### config.mk
export PLATFORM = sky130hd
export DESIGN_NAME = adclvt_top
export DESIGN_NICKNAME = d
export VERILOG_FILES = /design/src/logic/adclvt_pkg.sv /design/src/logic/adclvt_top.sv
export VERILOG_INCLUDE_DIRS = /design/src /design/src/logic
export SDC_FILE = /design/constraint.sdc
export NUM_CORES = 1
export LEC_CHECK = 0
export BUFFER_PORTS_ARGS = -buffer_cell sky130_fd_sc_hd__buf_2
export CORE_ASPECT_RATIO = 0.6
export CORE_MARGIN = 2
export CORE_UTILIZATION = 53
export DETAILED_ROUTE_END_ITERATION = 12
export PLACE_DENSITY = 0.76
export SLEW_MARGIN = 20
export SYNTH_ARGS = -nofsm -noshare
export SYNTH_HDL_FRONTEND = slang
export SYNTH_SLANG_ARGS = --single-unit
export TNS_END_PERCENT = 30
### constraint.sdc
create_clock -name clock -period 2.5 [get_ports clock]
set_clock_uncertainty 0.1 [all_clocks]
set_input_delay 0.375 -clock clock [delete_from_list [all_inputs] [get_ports clock]]
set_output_delay 0.375 -clock clock [all_outputs]
set_load 0.02 [all_outputs]
### src/logic/adclvt_defines.svh
// Operation
// - in low-voltage mode (low-power select clear, voltage mode 10) a conversion is stabilization wait, conversion period, interrupt delay, all in conversion-clock cycles.
// - divider 000 or 001 gives peripheral clock over 32 or 16, with a 4-cycle wait, 80-cycle conversion and 4-cycle interrupt delay.
// - divider 100 gives peripheral clock over 2, with a 4-cycle wait, 107-cycle conversion and 4-cycle interrupt delay.
// - divider 101 gives the peripheral clock itself, with a 6-cycle wait, 107-cycle conversion and 4-cycle interrupt delay.
// - start time and stabilization wait are skipped for later conversions in sequential mode and for scan 1 to 3 channels after a hardware trigger.
//   (the logic skips the wait only in hardware-trigger mode, so software-triggered sequential conversions keep it.)
// - the listed interrupt delay is for one-shot mode; sequential mode raises the interrupt three conversion cycles sooner.
// - the conversion count excludes the wait, and software keeps conversion clock and time within the permitted range.
`ifndef ADCLVT_DEFINES_SVH
`define ADCLVT_DEFINES_SVH
`define ADCLVT_CTRL_OFS    4'h0
`define ADCLVT_STAT_OFS    4'h4
`define ADCLVT_INTST_OFS   4'h8
`define ADCLVT_INTEN_OFS   4'hc
`define ADCLVT_CTRL_START  0
`define ADCLVT_CTRL_CMPEN  1
`define ADCLVT_CTRL_LPSEL  2
`define ADCLVT_CTRL_SEQ    3
`define ADCLVT_CTRL_HWTRG  4
`define ADCLVT_CTRL_DIV    8
`define ADCLVT_CTRL_VMODE  12
`define ADCLVT_CTRL_RST    32'h0000_0000
`define ADCLVT_VMODE_LOW   2'h2
`define ADCLVT_DIV_32      3'h0
`define ADCLVT_DIV_16      3'h1
`define ADCLVT_DIV_2       3'h4
`define ADCLVT_DIV_1       3'h5
`define ADCLVT_WAIT_SHORT  8'h04
`define ADCLVT_WAIT_LONG   8'h06
`define ADCLVT_CONV_SLOW   8'h50
`define ADCLVT_CONV_FAST   8'h6b
`define ADCLVT_IRQ_DLY     8'h04
`define ADCLVT_SEQ_SAVE    8'h03
`define ADCLVT_EV_DONE     0
`define ADCLVT_EV_BADSET   1
`define ADCLVT_EV_LATEWR   2
`define ADCLVT_HALT_NS     200
`define ADCLVT_CLK_MHZ     250
`define ADCLVT_HALT_CYC    ((`ADCLVT_HALT_NS * `ADCLVT_CLK_MHZ + 999) / 1000)
`endif

### src/logic/adclvt_pkg.sv
package adclvt_pkg;
  typedef enum logic [1:0] {ADCLVT_IDLE, ADCLVT_WAIT, ADCLVT_CONV, ADCLVT_DLY} adclvt_state_t;
endpackage : adclvt_pkg

### src/logic/adclvt_top.sv
`timescale 1ns/1ps
`include "adclvt_defines.svh"
module adclvt_top
  import adclvt_pkg::*;
(
  input  wire logic        clock,
  input  wire logic        nrst,
  input  wire logic        cyc_i,
  input  wire logic        stb_i,
  input  wire logic        we_i,
  input  wire logic [3:0]  adr_i,
  input  wire logic [3:0]  sel_i,
  input  wire logic [31:0] dat_i,
  output logic      [31:0] dat_o,
  output logic             ack_o,
  input  wire logic        hwTrigger,
  input  wire logic        scanLater,
  output logic             convActive,
  output logic             convDone,
  output logic             irq
);

  logic [31:0]   ctrl_q;
  logic [2:0]    intSt_q;
  logic [2:0]    intEn_q;
  logic          ack_q;
  logic [31:0]   dat_q;
  adclvt_state_t state_q;
  logic [7:0]    phase_q;
  logic [4:0]    pre_q;
  logic          tick;
  logic          firstDone_q;
  logic [7:0]    halt_q;
  logic          done_q;
  logic          startBit;
  logic          cmpEn;
  logic          lowPwr;
  logic          seqMode;
  logic          hwMode;
  logic [2:0]    divSel;
  logic [1:0]    vmodeSel;
  logic          settingOk;
  logic [7:0]    waitLen;
  logic [7:0]    convLen;
  logic [7:0]    dlyLen;
  logic          busReq;
  logic          wrCtrl;
  logic          wrClr;
  logic          wrEn;
  logic          fieldChange;
  logic          skipWait;
  logic          evDone;
  logic          evBad;
  logic          evLate;
  logic [31:0]   ctrlMerged;

  assign ctrlMerged = merge(ctrl_q, dat_i, sel_i);
  assign startBit = ctrl_q[`ADCLVT_CTRL_START];
  assign cmpEn    = ctrl_q[`ADCLVT_CTRL_CMPEN];
  assign lowPwr   = ctrl_q[`ADCLVT_CTRL_LPSEL];
  assign seqMode  = ctrl_q[`ADCLVT_CTRL_SEQ];
  assign hwMode   = ctrl_q[`ADCLVT_CTRL_HWTRG];
  assign divSel   = ctrl_q[`ADCLVT_CTRL_DIV +: 3];
  assign vmodeSel = ctrl_q[`ADCLVT_CTRL_VMODE +: 2];

  // merge bytes by lane
  function automatic logic [31:0] merge(input logic [31:0] old, input logic [31:0] nw, input logic [3:0] sel);
    logic [31:0] r;
    r = old;
    for (int i = 0; i < 4; i++) begin
      if (sel[i]) begin
        r[i*8 +: 8] = nw[i*8 +: 8];
      end
    end
    return r;
  endfunction : merge

  // the four legal settings only; anything else halts and flags
  always_comb begin
    settingOk = 1'b1;
    waitLen   = `ADCLVT_WAIT_SHORT;
    convLen   = `ADCLVT_CONV_SLOW;
    dlyLen    = `ADCLVT_IRQ_DLY;
    if (lowPwr || vmodeSel != `ADCLVT_VMODE_LOW) begin
      settingOk = 1'b0;
    end
    unique case (divSel)
      `ADCLVT_DIV_32, `ADCLVT_DIV_16: convLen = `ADCLVT_CONV_SLOW;
      `ADCLVT_DIV_2:                   convLen = `ADCLVT_CONV_FAST;
      `ADCLVT_DIV_1: begin
        waitLen = `ADCLVT_WAIT_LONG;
        convLen = `ADCLVT_CONV_FAST;
      end
      default: settingOk = 1'b0;
    endcase
    if (seqMode) begin
      dlyLen = `ADCLVT_IRQ_DLY - `ADCLVT_SEQ_SAVE;
    end
  end

  // conversion-clock enable pulse
  always_ff @(posedge clock) begin
    if (!nrst || state_q == ADCLVT_IDLE) begin
      pre_q <= 5'h00;
    end else if (tick) begin
      pre_q <= 5'h00;
    end else begin
      pre_q <= pre_q + 5'h01;
    end
  end

  always_comb begin
    unique case (divSel)
      `ADCLVT_DIV_32: tick = (pre_q == 5'h1f);
      `ADCLVT_DIV_16: tick = (pre_q == 5'h0f);
      `ADCLVT_DIV_2:  tick = (pre_q == 5'h01);
      default:        tick = 1'b1;
    endcase
  end

  assign busReq      = cyc_i && stb_i && !ack_q;
  assign wrCtrl      = busReq && we_i && adr_i == `ADCLVT_CTRL_OFS;
  assign wrClr       = busReq && we_i && adr_i == `ADCLVT_INTST_OFS;
  assign wrEn        = busReq && we_i && adr_i == `ADCLVT_INTEN_OFS;
  assign fieldChange = wrCtrl && (merge(ctrl_q, dat_i, sel_i) >> `ADCLVT_CTRL_DIV) != (ctrl_q >> `ADCLVT_CTRL_DIV);
  // wait omitted only in hardware-trigger mode, for later sequential conversions or scan 1-3
  assign skipWait    = hwMode && ((seqMode && firstDone_q) || scanLater);
  assign evDone      = state_q == ADCLVT_DLY && tick && phase_q == dlyLen - 8'h01;
  assign evBad       = startBit && !settingOk;
  // change refused while running or within the halt guard
  assign evLate      = fieldChange && (startBit || cmpEn || halt_q != 8'h00);

  always_ff @(posedge clock) begin
    if (!nrst) begin
      ctrl_q <= `ADCLVT_CTRL_RST;
    end else if (wrCtrl) begin
      if (evLate) begin
        ctrl_q[7:0] <= ctrlMerged[7:0] & 8'h1f;
      end else begin
        ctrl_q <= ctrlMerged & 32'h0000_371f;
      end
    end else if (evBad) begin
      ctrl_q[`ADCLVT_CTRL_START] <= 1'b0;
    end else if (evDone && !seqMode) begin
      ctrl_q[`ADCLVT_CTRL_START] <= 1'b0;
    end
  end

  // guard after halting: counts the settle time
  always_ff @(posedge clock) begin
    if (!nrst) begin
      halt_q <= 8'h00;
    end else if (startBit || cmpEn) begin
      halt_q <= 8'(`ADCLVT_HALT_CYC);
    end else if (halt_q != 8'h00) begin
      halt_q <= halt_q - 8'h01;
    end
  end

  // sequencer; conversion period counted apart from the wait
  always_ff @(posedge clock) begin
    if (!nrst || !startBit || !cmpEn || !settingOk) begin
      state_q     <= ADCLVT_IDLE;
      phase_q     <= 8'h00;
      firstDone_q <= 1'b0;
    end else begin
      unique case (state_q)
        ADCLVT_IDLE: begin
          if (!hwMode || hwTrigger) begin
            state_q <= skipWait ? ADCLVT_CONV : ADCLVT_WAIT;
            phase_q <= 8'h00;
          end
        end
        ADCLVT_WAIT: if (tick) begin
          if (phase_q == waitLen - 8'h01) begin
            state_q <= ADCLVT_CONV;
            phase_q <= 8'h00;
          end else begin
            phase_q <= phase_q + 8'h01;
          end
        end
        ADCLVT_CONV: if (tick) begin
          if (phase_q == convLen - 8'h01) begin
            state_q <= ADCLVT_DLY;
            phase_q <= 8'h00;
          end else begin
            phase_q <= phase_q + 8'h01;
          end
        end
        ADCLVT_DLY: if (tick) begin
          if (evDone) begin
            state_q     <= ADCLVT_IDLE;
            phase_q     <= 8'h00;
            firstDone_q <= 1'b1;
          end else begin
            phase_q <= phase_q + 8'h01;
          end
        end
      endcase
    end
  end

  always_ff @(posedge clock) begin
    if (!nrst) begin
      done_q <= 1'b0;
    end else begin
      done_q <= evDone;
    end
  end

  // sticky status; a new event beats a same-cycle clear
  always_ff @(posedge clock) begin
    if (!nrst) begin
      intSt_q <= 3'h0;
    end else begin
      intSt_q <= (intSt_q & ~(wrClr && sel_i[0] ? dat_i[2:0] : 3'h0)) | {evLate, evBad, evDone};
    end
  end

  always_ff @(posedge clock) begin
    if (!nrst) begin
      intEn_q <= 3'h0;
    end else if (wrEn && sel_i[0]) begin
      intEn_q <= dat_i[2:0];
    end
  end

  // one-wait-state slave; unmapped reads give zero; read data held between accesses
  always_ff @(posedge clock) begin
    if (!nrst) begin
      ack_q <= 1'b0;
      dat_q <= 32'h0000_0000;
    end else begin
      ack_q <= busReq;
      if (busReq) unique case (adr_i)
        `ADCLVT_CTRL_OFS:  dat_q <= ctrl_q;
        `ADCLVT_STAT_OFS:  dat_q <= {22'h0, phase_q, state_q};
        `ADCLVT_INTEN_OFS: dat_q <= {29'h0, intEn_q};
        `ADCLVT_INTST_OFS: dat_q <= {29'h0, intSt_q};
        default:           dat_q <= 32'h0000_0000;
      endcase
    end
  end

  assign ack_o      = ack_q;
  assign dat_o      = dat_q;
  assign convActive = state_q != ADCLVT_IDLE;
  assign convDone   = done_q;
  assign irq        = |(intSt_q & intEn_q);

endmodule : adclvt_top

Yosys cells after proc, flatten, opt, wreduce, memory -nomap -nowiden
Index checks and enable logic that the tools add are counted.

word-level totals
  flip-flop bits (word level) = 74
  latch bits = 0
  RAM bits = 0
  ROM bits = 0
  bits of input ports = 47
  output and inout port bits = 36
  memories = 0

cells by class
  add/sub/neg operators = 6
  $mul = 0
  div/mod/pow operators = 0
  order comparisons = 0
  eq/ne operators = 25
  shift-type cells = 0
  multiplexer cells = 34
  bitwise logic cells = 6
  reductions and logical operators = 50

operator list
  cell                                                                 count
  8-bit 2-to-1 mux                                                     10
  14-bit one-hot mux with 4 select lines                               1
  8-bit one-hot mux with 4 select lines                                1
  8-bit by 1-bit subtractor with 8-bit output (second input constant)  4
  8-bit equality test                                                  3
  24-bit by 6-bit != test with 1-bit output                            1
  2-bit 2-to-1 mux                                                     9
  6-bit 2-to-1 mux                                                     3
  1-bit logical AND                                                    16
  2-bit != test (second input constant)                                8
  1-bit logical OR                                                     9
  8-bit by 1-bit adder with 8-bit output (second input constant)       1
  4-bit equality test (second input constant)                          2
  2-bit one-hot mux with 4 select lines                                1
  8-bit nonzero test                                                   1
  1-bit logical NOT                                                    7
  7-bit AND reduction                                                  1
  3-bit AND                                                            2
  3-bit equality test (second input constant)                          2
  1-bit 2-to-1 mux                                                     6
  3-bit 2-to-1 mux                                                     2
  2-bit AND reduction                                                  3
  2-bit OR reduction                                                   3
  5-bit by 1-bit adder with 5-bit output (second input constant)       1
  other kinds (21)                                                     24

Depth between registers and ports, before layout
Gate-level depths: netlist of the first run.

  depth after elaboration = 9
  mapped depth = 8

Least setup slack after synthesis of the first run
Ideal clock, no wire load.

  kind = flip-flop to flip-flop
  start point = reg halt_q[0]
  end point = reg ctrl_q[10]
  arrival = 2.126 ns
  slack = 0.157 ns
  stages on the path, launching flop included = 9
  clock period less this slack = 2.343 ns
  path through = dfxtp_1 > inv_1 > ha_1 > or3b_1 > nor4b_1 > nand2_1 > a21oi_4 > mux2i_1 > nor2b_1

on the way
  word-level cells in the longest chain between the ends = 5

ends and longest elaborated chain
  item                           RTL line           RTL
  start: declaration             adclvt_top.sv:33   logic [7:0] halt_q;
  start signal: assignment       adclvt_top.sv:154  halt_q <= 8'(`ADCLVT_HALT_CYC);
  start signal: assignment       adclvt_top.sv:156  halt_q <= halt_q - 8'h01;
  8-bit nonzero test             adclvt_top.sv:131  assign evLate = fieldChange && (startBit || cmpEn || halt_q != 8'h00);
  1-bit logical OR               adclvt_top.sv:131
  1-bit logical AND              adclvt_top.sv:131
  1-bit inverter (no line)       -
  2-bit AND reduction (no line)  -
  end signal: assignment         adclvt_top.sv:135  ctrl_q <= `ADCLVT_CTRL_RST;
  end signal: assignment         adclvt_top.sv:140  ctrl_q <= ctrlMerged & 32'h0000_371f;
  end: declaration               adclvt_top.sv:23   logic [31:0] ctrl_q;

No other way between the ends.
A chain may end at the register's enable or synchronous reset.

Worst setup path in the final report of the first run
  start point = reg phase_q[7]
  end point = reg state_q[0]

on the way
  word-level cells in the longest chain between the ends = 4

ends and longest elaborated chain
  item                               RTL line           RTL
  start: declaration                 adclvt_top.sv:29   logic [7:0] phase_q;
  start signal: assignment           adclvt_top.sv:179  phase_q <= phase_q + 8'h01;
  start signal: assignment           adclvt_top.sv:187  phase_q <= phase_q + 8'h01;
  start signal: assignment           adclvt_top.sv:196  phase_q <= phase_q + 8'h01;
  8-bit equality test                adclvt_top.sv:128  assign evDone = state_q == ADCLVT_DLY && tick && phase_q == dlyLen - 8'h01;
  1-bit logical AND                  adclvt_top.sv:128
  2-bit != test (no line)            -
  7-bit AND reduction (no line) (*)  -
  end signal: assignment             adclvt_top.sv:170  state_q <= skipWait ? ADCLVT_CONV : ADCLVT_WAIT;
  end: declaration                   adclvt_top.sv:28   adclvt_state_t state_q;

Every way passes the cells marked *; elsewhere a longest branch is shown, timed or not.

==> results.yml, run 1 <==
status:
  outcome: "completed"
global_route:
  grt_pass1_vias: 2651
  grt_overflow: 0
  grt_max_degree: 39
  antenna_found_initial: 0
  use_met1_pct: 35.5
  grt-busiest-layer: "met1"
  grt_pass1_wl_um: 12700
  met3_usage_pct: 5.49
  grtUsageTotal_pct: 24.0
  grtUsageMet2_pct: 35.2
synthesis:
  synth-edff-count: 0
  ys_types: 57
  synthArstFlopShare_pct: 0
  yosys-top-cells-area: "dfxtp_1, buf_4, nand2_1"
  synth-main-ff-cell: "dfxtp_1"
  post_synth.cell_area_avg_um2: 8.31
  synth_area_leader_cell: "dfxtp_1"
  seq_area_frac_synth_pct: 35.0
  synth_seq_cells: 55
  synth_most_common_cell: "dfxtp_1"
  ys_top_cells_by_count: "dfxtp_1, nand2_1, nand3_1"
  synth_top_area_share_pct: 35.0
  yosys_warnings: 0
  syn_inst: 379
  synth.cell_area_mm2: 0.00315
place:
  place_area_mm2: 0.00357
  hpwlAfterDp_um: 6000
  place_congestion: 0.874
  io_buffers: 60
floorplan:
  die_w_um: 104
  core_mm2: 0.00565
  start_util_pct: 55.7
  die-area_mm2: 0.00659
  rows: 21
  design.portCount: 83
  die_h_um: 63.7
cells_and_area:
  diodes: 0
  area_delta_synth_final_pct: 16.3
  final_core_util_pct: 64.8
  stdcell_area_mm2: 0.00366
  fin_nets: 505
  drive_above_1_share_pct: 22.2
drt:
  drt_iter0_markers: 309
  firstDrtPassIters: 5
  drcViolationCount: 0
  antenna_left: 0
  vias_per_cell: 5.51
  wl_per_cell_um: 14.7
  finalWirelength_um: 7780
  vias: 2928
clock_network:
  clockBufferDepth: 2
  clk_latency_ps: 320
  cts-hold-fix-buffers: 0
  clockRootBuffer: "clkbuf_8"
  cts_tree: "built"
  cts-buffers-inserted: 5
  h-tree-depth: 2
  cts_setup_buffers: 0
  cts_sinks: 55
  clkTransAtPathRegs_ps: 100
timing:
  clock.fmax_mhz: 405
  report.final.slew_viol_count: 0
  setup-violations-final: 0
  rsz0062_at_grt: "true"
  slew_headroom_pct: 50.8
  holdWs_ps: 250
  min_period_over_period_pct: 98.9
  tns_ps: 0
  finalHoldViolations: 0
  worstMarginPinSlew_ps: 727
  min_period_ps: 2470
worst_setup_path:
  r2r_setup_slack_ps: 30
  cp_data_arrival_time_ps: 2620
  cp.required_ps: 2650
  crit_chain: "or2_0 -> or4_4 -> nor4_2 -> a21boi_2 -> or4_1 -> a21oi_1"
  max_stage_delay_ps: 530
  cpMaxStageDelayCell: "or4_1"
  cp_max_fo: 8
  critical_path_class: "reg -> reg"
  crit_path_start_kind: "register"
  worst_setup_path_end_kind: "register"
min_path:
  hold_class: "in -> reg"
pwr:
  irDropWorstVdd_v: 0.000292
  power-per-cell-area_mw_per_mm2: 502
  p_leak_nw: 1.49
job:
  cap_violations: 0
==> flip-flops by register name, indices dropped and copies added, names as in the netlist <==
register	cells
ack_o	1
convDone	1
ctrl_q	10
dat_o	13
firstDone_q	1
halt_q	8
intEn_q	3
intSt_q	3
phase_q	8
pre_q	5
state_q	2
==> routing by layer <==
metal | share of wire, % | vias up
met2 | 41 | 126
li1 | - | 1465
met1 | 50 | 1330
met5 | 0 | -
met4 | 0.80 | 0
met3 | 8.3 | 7
==> worst paths after layout <==
path	startpoint	endpoint	cells past startpoint
setup / recovery	phase_q[7]$_SDFFE_PP0P_	state_q[0]$_SDFFE_PP0P_	6
hold / removal	dat_i[10]	ctrl_q[10]$_SDFFE_PN0P_	3
setup reg to reg	phase_q[7]$_SDFFE_PP0P_	state_q[0]$_SDFFE_PP0P_	6
hold reg to reg	dat_o[6]$_SDFFE_PN0P_	dat_o[6]$_SDFFE_PN0P_	2
==> layout make-up <==
| class | count | area, µm² |
|---|---|---|
| clock buffer | 6 | 72.6 |
| clock inverter | 2 | 12.5 |
| tap | 80 | 100 |
| sequential | 55 | 1100 |
| multi-input combinational | 294 | 1870 |
| timing repair buffer | 81 | 458 |
| inverter | 13 | 48.8 |
| fill | 473 | 1990 |
==> worst max-delay path, delay by kind of cell, from the launching register on <==
kind            cells  cell delay (ps)
compound gates      2              350
flops               1              320
simple gates        4             1650
==> through the flow <==
step | std cells | worst slack (ps) | power [W]
2_1_floorplan | 397 | 157 | 0.00128
3_3_place_gp | 523 | -15.7 | 0.00135
3_5_place_dp | 523 | -18.2 | 0.00136
4_1_cts | 531 | 4.69 | 0.00185
5_1_grt | 531 | -63.6 | 0.00193
6_report | 531 | 28.4 | 0.00184
==> layout by cell type (no fill, tap or decap), types with 6 or more instances in the layout <==
| master | n |
|---|---|
| a21boi_0 | 16 |
| a21oi_1 | 14 |
| a22oi_1 | 10 |
| buf_2 | 60 |
| buf_4 | 21 |
| conb_1 | 19 |
| dfxtp_1 | 54 |
| ha_1 | 8 |
| inv_1 | 13 |
| mux2i_1 | 12 |
| nand2_1 | 36 |
| nand2b_1 | 6 |
| nand3_1 | 26 |
| nor2_1 | 22 |
| nor2b_1 | 18 |
| nor3_1 | 9 |
| nor4_1 | 6 |
| o21ai_0 | 8 |
| xnor2_1 | 7 |
| xor2_1 | 6 |
==> cell families after synthesis <==
family | synth area share, %
flops | 35.0
compound gates | 17.8
mux | 3.81
other cells | 0.119
simple gates | 28.2
fa+ha+maj | 3.18
xor+xnor | 3.62
buf+inv | 8.30
==> what timing repair did <==
| item | in CTS | in global routing |
|---|---|---|
| cloned | 0 | 0 |
| setup endpoints to repair | 5 | 9 |
| gates resized for setup | 1 | 2 |
| hold endpoints to repair | 0 | 0 |
==> report_power, final <==
group / switching [W] / internal [W] / total [W]
logic: 0.000210 / 0.000178 / 0.000388
clock network: 0.000294 / 0.000197 / 0.000491
registers: 0.0000377 / 0.000921 / 0.000958
total: 0.000542 / 0.00130 / 0.00184
Power figures use the tool's default switching activity.
==> inputs of run 2 (changes only) <==
- SETUP_SLACK_MARGIN: default -> 0.1
==> run 2 against run 1 <==
  * Non-clock buffer count stayed put
  * Cell area is 0.27% higher
  * Global-route usage is 0.067 points higher
  * Cell count stayed put
  * Utilization is 0.18 points higher
  * Sequential power hardly changed
  * Routed wire length is 1.0% higher
  * Maximum frequency is 3.3% higher
  * Combinational power hardly changed
  * Critical path depth stayed put
  * Clock power hardly changed
  * Critical endpoint unchanged
  * Largest power group unchanged
  * Highest routed layer unchanged
==> results.yml, run 2 (same netlist as run 1, synthesis figures left out) <==
clock_network:
  cts-buffers-inserted: 5
  cts-hold-fix-buffers: 0
  cts_sinks: 55
  cts.repair.resized: 3
  clkTransAtPathRegs_ps: 100
  h-tree-depth: 2
  clockRootBuffer: "clkbuf_8"
  cts_setup_buffers: 0
  clk_latency_ps: 320
  cts_tree: "built"
  clockBufferDepth: 2
timing:
  clock.fmax_mhz: 418
  worstMarginPinSlew_ps: 737
  report.final.slew_viol_count: 0
  setup-violations-final: 0
  rsz0062_at_grt: "true"
  min_period_over_period_pct: 95.7
  slew_headroom_pct: 50.1
  tns_ps: 0
  min_period_ps: 2390
  finalHoldViolations: 0
  fin_ws_ps: 107
pwr:
  p_total_w: 0.00184
  p_seq_share_pct: 52.1
  power-per-cell-area_mw_per_mm2: 501
  p_clk_share_pct: 26.7
  sw_frac_of_total_pct: 29.6
  switching_power_w: 0.000546
  combinationalPowerShare_pct: 21.2
  p_leak_nw: 1.49
  irDropWorstVdd_v: 0.000292
  p_int_w: 0.00130
cells_and_area:
  fillers: 473
  fin_nets: 505
  seq_area_mm2: 0.00110
  mostFrequentLayoutCells: "buf_2, dfxtp_1, nand2_1, nand3_1, nor2_1"
  largest_register_ffs: 13
  diodes: 0
  final_core_util_pct: 65.0
  multi_input_area_mm2: 0.00188
  layout_commonest_cell: "buf_2"
  area_delta_synth_final_pct: 16.6
  stdcell_area_mm2: 0.00367
  drive_above_1_share_pct: 22.4
place:
  hpwlAfterDp_um: 6000
  place_congestion: 0.874
  place_area_mm2: 0.00357
  dp_slack_ps: -18.2
  io_buffers: 60
global_route:
  grt_max_degree: 39
  grt_pass1_wl_um: 12800
  grtUsageTotal_pct: 24.1
  grt_overflow: 0
  antenna_found_initial: 0
  grt_pass1_vias: 2657
worst_setup_path:
  crit_path_start_kind: "register"
  cp.required_ps: 2660
  cp_data_arrival_time_ps: 2550
  cp_max_fo: 8
  worst_setup_path_end_kind: "register"
  critical_path_class: "reg -> reg"
floorplan:
  rows: 21
  core_mm2: 0.00565
  design.portCount: 83
  die-area_mm2: 0.00659
  start_util_pct: 55.7
  die_h_um: 63.7
  die_w_um: 104
drt:
  drt_iter0_markers: 256
  finalWirelength_um: 7860
  wl_per_cell_um: 14.8
  drcViolationCount: 0
  vias: 2962
  antenna_left: 0
  vias_per_cell: 5.58
  firstDrtPassIters: 4
job:
  cap_violations: 0
status:
  outcome: "completed"
min_path:
  hold_class: "in -> reg"
run 2: final timing paths:
path	start	end	slack (ps)	cells past startpoint
max	phase_q[7]$_SDFFE_PP0P_	state_q[0]$_SDFFE_PP0P_	110	6
min	dat_i[10]	ctrl_q[10]$_SDFFE_PN0P_	250	3
max reg2reg	phase_q[7]$_SDFFE_PP0P_	state_q[0]$_SDFFE_PP0P_	110	6
min reg2reg	dat_o[6]$_SDFFE_PN0P_	dat_o[6]$_SDFFE_PN0P_	370	2
run 2: power groups by stage:
| stage | sequential, W | clock, W | combinational (W) |
|---|---|---|---|
| final | 0.000959 | 0.000492 | 0.000390 |
| after global routing | 0.000964 | 0.000528 | 0.000441 |
| after CTS | 0.000958 | 0.000502 | 0.000388 |
| after detailed placement | 0.000978 | 0 | 0.000386 |
| after global placement | 0.000976 | 0 | 0.000373 |
| after floorplan | 0.000971 | 0 | 0.000305 |
run 2: layout make-up:
type | instances | share of cell area, %
sequential | 55 | 30.1
multi-input combinational | 294 | 51.1
tap | 80 | 2.73
clock inverter | 2 | 0.341
clock buffer | 6 | 1.98
inverter | 13 | 1.33
timing repair buffer | 81 | 12.5
run 2: worst max-delay path: stages, from the launching register on:
cell and delay [ps]:
dfxtp_1 320, or2_0 270, or4_4 470, nor4_4 330, a21boi_2 180, or4_1 520
a21oi_1 150
run 2: routing by layer:
layer	share of wire (%)	wire length, µm	up-vias	global-route usage, %
li1	-	-	1468	-
met1	52	4050	1355	35.7
met2	40	3170	130	35.5
met3	7.2	567	9	5.18
met4	0.95	75	0	5.91
met5	0	0	-	0
run 2: stage by stage:
stage               cells  hold WS [ps]
floorplan             397           340
global placement      523           353
detailed placement    523           356
CTS                   531           244
global route          531           267
finish                531           247
==> inputs of run 3 (changes only) <==
- ABC_AREA: default -> 1
==> run 3 against run 2 <==
  * First-iteration DRC count grew 14%
  * Clock power grew 24%
  * Flip-flop and latch count unchanged
  * Cell count increased by 13%
  * Maximum frequency grew 25%
  * Critical path type unchanged
  * Critical endpoint is now ctrl_q[13]$_SDFFE_PN0P_
  * Largest cell class unchanged
==> results.yml, run 3 <==
worst_setup_path:
  r2r_setup_slack_ps: 590
  max_stage_delay_ps: 320
  critical_path_class: "reg -> reg"
  cp_max_fo: 5
  cp-endpoint: "ctrl_q[13]$_SDFFE_PN0P_"
  cp.required_ps: 2610
  startpoint: "halt_q[0]$_SDFFE_PP0P_"
  worstReg2RegStart: "halt_q[0]$_SDFFE_PP0P_"
  worst_r2r_endpoint: "ctrl_q[13]$_SDFFE_PN0P_"
  crit_path_start_kind: "register"
  critPathMostFrequentCell: "nand2_1"
  cp_data_arrival_time_ps: 2010
  crit_chain: "inv_1 -> ha_1 -> nand4_1 -> nor2_2 -> nand2_1 -> nand2_1 -> inv_1 -> nand2_2 -> nand2_1 -> o21ai_0 -> nor2_1"
  worst_setup_path_end_kind: "register"
  worst-r2r-cell-count: 11
  cpMaxStageDelayCell: "dfxtp_1"
synthesis:
  synth-main-ff-cell: "dfxtp_1"
  synth_area_leader_cell: "dfxtp_1"
  syn_inst: 456
  synth-edff-count: 0
  synth_seq_cells: 55
  synthArstFlopShare_pct: 0
  synth.cell_area_mm2: 0.00315
  seq_area_frac_synth_pct: 34.9
  synth_most_common_cell: "nand2_1"
  synth_top_area_share_pct: 34.9
  ys_types: 34
  ys_top_cells_by_count: "nand2_1, inv_1, dfxtp_1"
  yosys-top-cells-area: "dfxtp_1, nand2_1, inv_1"
  post_synth.cell_area_avg_um2: 6.91
  yosys_warnings: 0
cells_and_area:
  fin_nets: 575
  diodes: 0
  largest_register_ffs: 13
  area_delta_synth_final_pct: 14.1
  mostFrequentLayoutCells: "nand2_1, inv_1, buf_2, dfxtp_1, nor2_1"
  fillers: 549
  drive_above_1_share_pct: 18.2
  layout_commonest_cell: "nand2_1"
drt:
  antenna_left: 0
  finalWirelength_um: 8000
  wl_per_cell_um: 13.3
  drt_iter0_markers: 293
  drcViolationCount: 0
  vias_per_cell: 5.27
  firstDrtPassIters: 5
  vias: 3167
timing:
  tns_ps: 0
  report.final.slew_viol_count: 0
  finalHoldViolations: 0
  min_period_over_period_pct: 76.3
  min_period_ps: 1910
  slew_headroom_pct: 65.2
  rsz0062_at_grt: "false"
  worstMarginPinSlew_ps: 519
  clock.fmax_mhz: 524
  setup-violations-final: 0
floorplan:
  core_mm2: 0.00565
  design.portCount: 83
  start_util_pct: 55.8
  die_h_um: 63.7
  die-area_mm2: 0.00660
  rows: 21
  die_w_um: 104
pwr:
  power-per-cell-area_mw_per_mm2: 565
  p_leak_nw: 1.61
  irDropWorstVdd_v: 0.000316
  p_total_w: 0.00203
clock_network:
  cts_tree: "built"
  clockBufferDepth: 2
  clockRootBuffer: "clkbuf_8"
  cts-hold-fix-buffers: 0
  clkTransAtPathRegs_ps: 110
  cts.repair.resized: 0
  cts_setup_buffers: 0
  cts_sinks: 55
  h-tree-depth: 2
  clk_latency_ps: 310
  cts-buffers-inserted: 5
place:
  io_buffers: 60
  place_congestion: 0.920
  hpwlAfterDp_um: 6240
min_path:
  hold_class: "in -> reg"
global_route:
  grt_pass1_vias: 2720
  grt_overflow: 0
  antenna_found_initial: 0
  grt_max_degree: 23
  grtUsageTotal_pct: 24.7
  grt_pass1_wl_um: 13200
job:
  cap_violations: 0
status:
  outcome: "completed"
-- run 3: cell count changes in the layout (fill, tap and decap cells not counted), sizes merged, moves of 9 or more --
cell	delta
a21boi	-17
a21oi	+17
a22oi	-10
buf	-17
inv	+56
mux2i	-12
nand2	+52
nand3	+9
nor2	+28
nor2b	-18
o21ai	+32
-- run 3: layout make-up --
class                           instances  area, µm²  area share, %
Clock buffer                            5       68.8           1.91
Clock inverter                          3       47.5           1.32
Inverter                               69        259           7.20
Multi-Input combinational cell        325       1690           47.0
Sequential cell                        55       1100           30.6
Tap cell                               80        100           2.78
Timing Repair Buffer                   64        330           9.18
-- run 3: worst max-delay path: cells and delay by family (launching register included) --
family | cells | cell delay (ps)
buffers and inverters | 2 | 130
AND/OR/NAND/NOR | 7 | 820
flip-flops | 1 | 320
adder cells (fa/ha/maj) | 1 | 270
AO/OA/AOI/OAI | 1 | 170
-- run 3: layer usage --
metal	GRT usage [%]	vias up	routed length (µm)
met5	0	-	0
met4	3.04	0	22
met3	5.00	2	804
met2	36.3	174	3140
met1	38.0	1427	4040
li1	-	1564	-
-- run 3: worst min path at each step --
stage	startpoint	endpoint	depth (start not counted)
final	dat_i[8]	ctrl_q[8]$_SDFFE_PN0P_	3
after global routing	dat_i[8]	ctrl_q[8]$_SDFFE_PN0P_	3
after CTS	dat_i[8]	ctrl_q[8]$_SDFFE_PN0P_	3
after detailed placement	halt_q[0]$_SDFFE_PP0P_	halt_q[0]$_SDFFE_PP0P_	2
after global placement	firstDone_q$_SDFFE_PP0P_	firstDone_q$_SDFFE_PP0P_	2
after floorplan	pre_q[0]$_SDFF_PP0_	pre_q[0]$_SDFF_PP0_	1
-- run 3: cell families after synthesis --
logic type	synth area share, %
compound gates	16.3
fa+ha+maj	3.17
flops	34.9
simple gates	28.9
xor+xnor	3.06
buf+inv	13.6
other cells	0.119
-- run 3: where the power goes --
| group | total (W) | switching, W | internal, W | leakage, nW |
|---|---|---|---|---|
| clock network | 0.000608 | 0.000303 | 0.000304 | 0.0587 |
| logic | 0.000448 | 0.000279 | 0.000169 | 1.10 |
| registers | 0.000979 | 0.0000445 | 0.000935 | 0.446 |
-- run 3: stage by stage --
step           instance area, µm²  setup slack (ps)  util, %  instances  hold WS [ps]
2_1_floorplan                3220               905        -        474           330
3_3_place_gp                 3480               646     61.6        593           347
3_5_place_dp                 3480               623     61.6        593           350
4_1_cts                      3600               622     63.7        601           237
5_1_grt                      3600               361     63.7        601           240
6_report                     3600               592     63.7        601           249
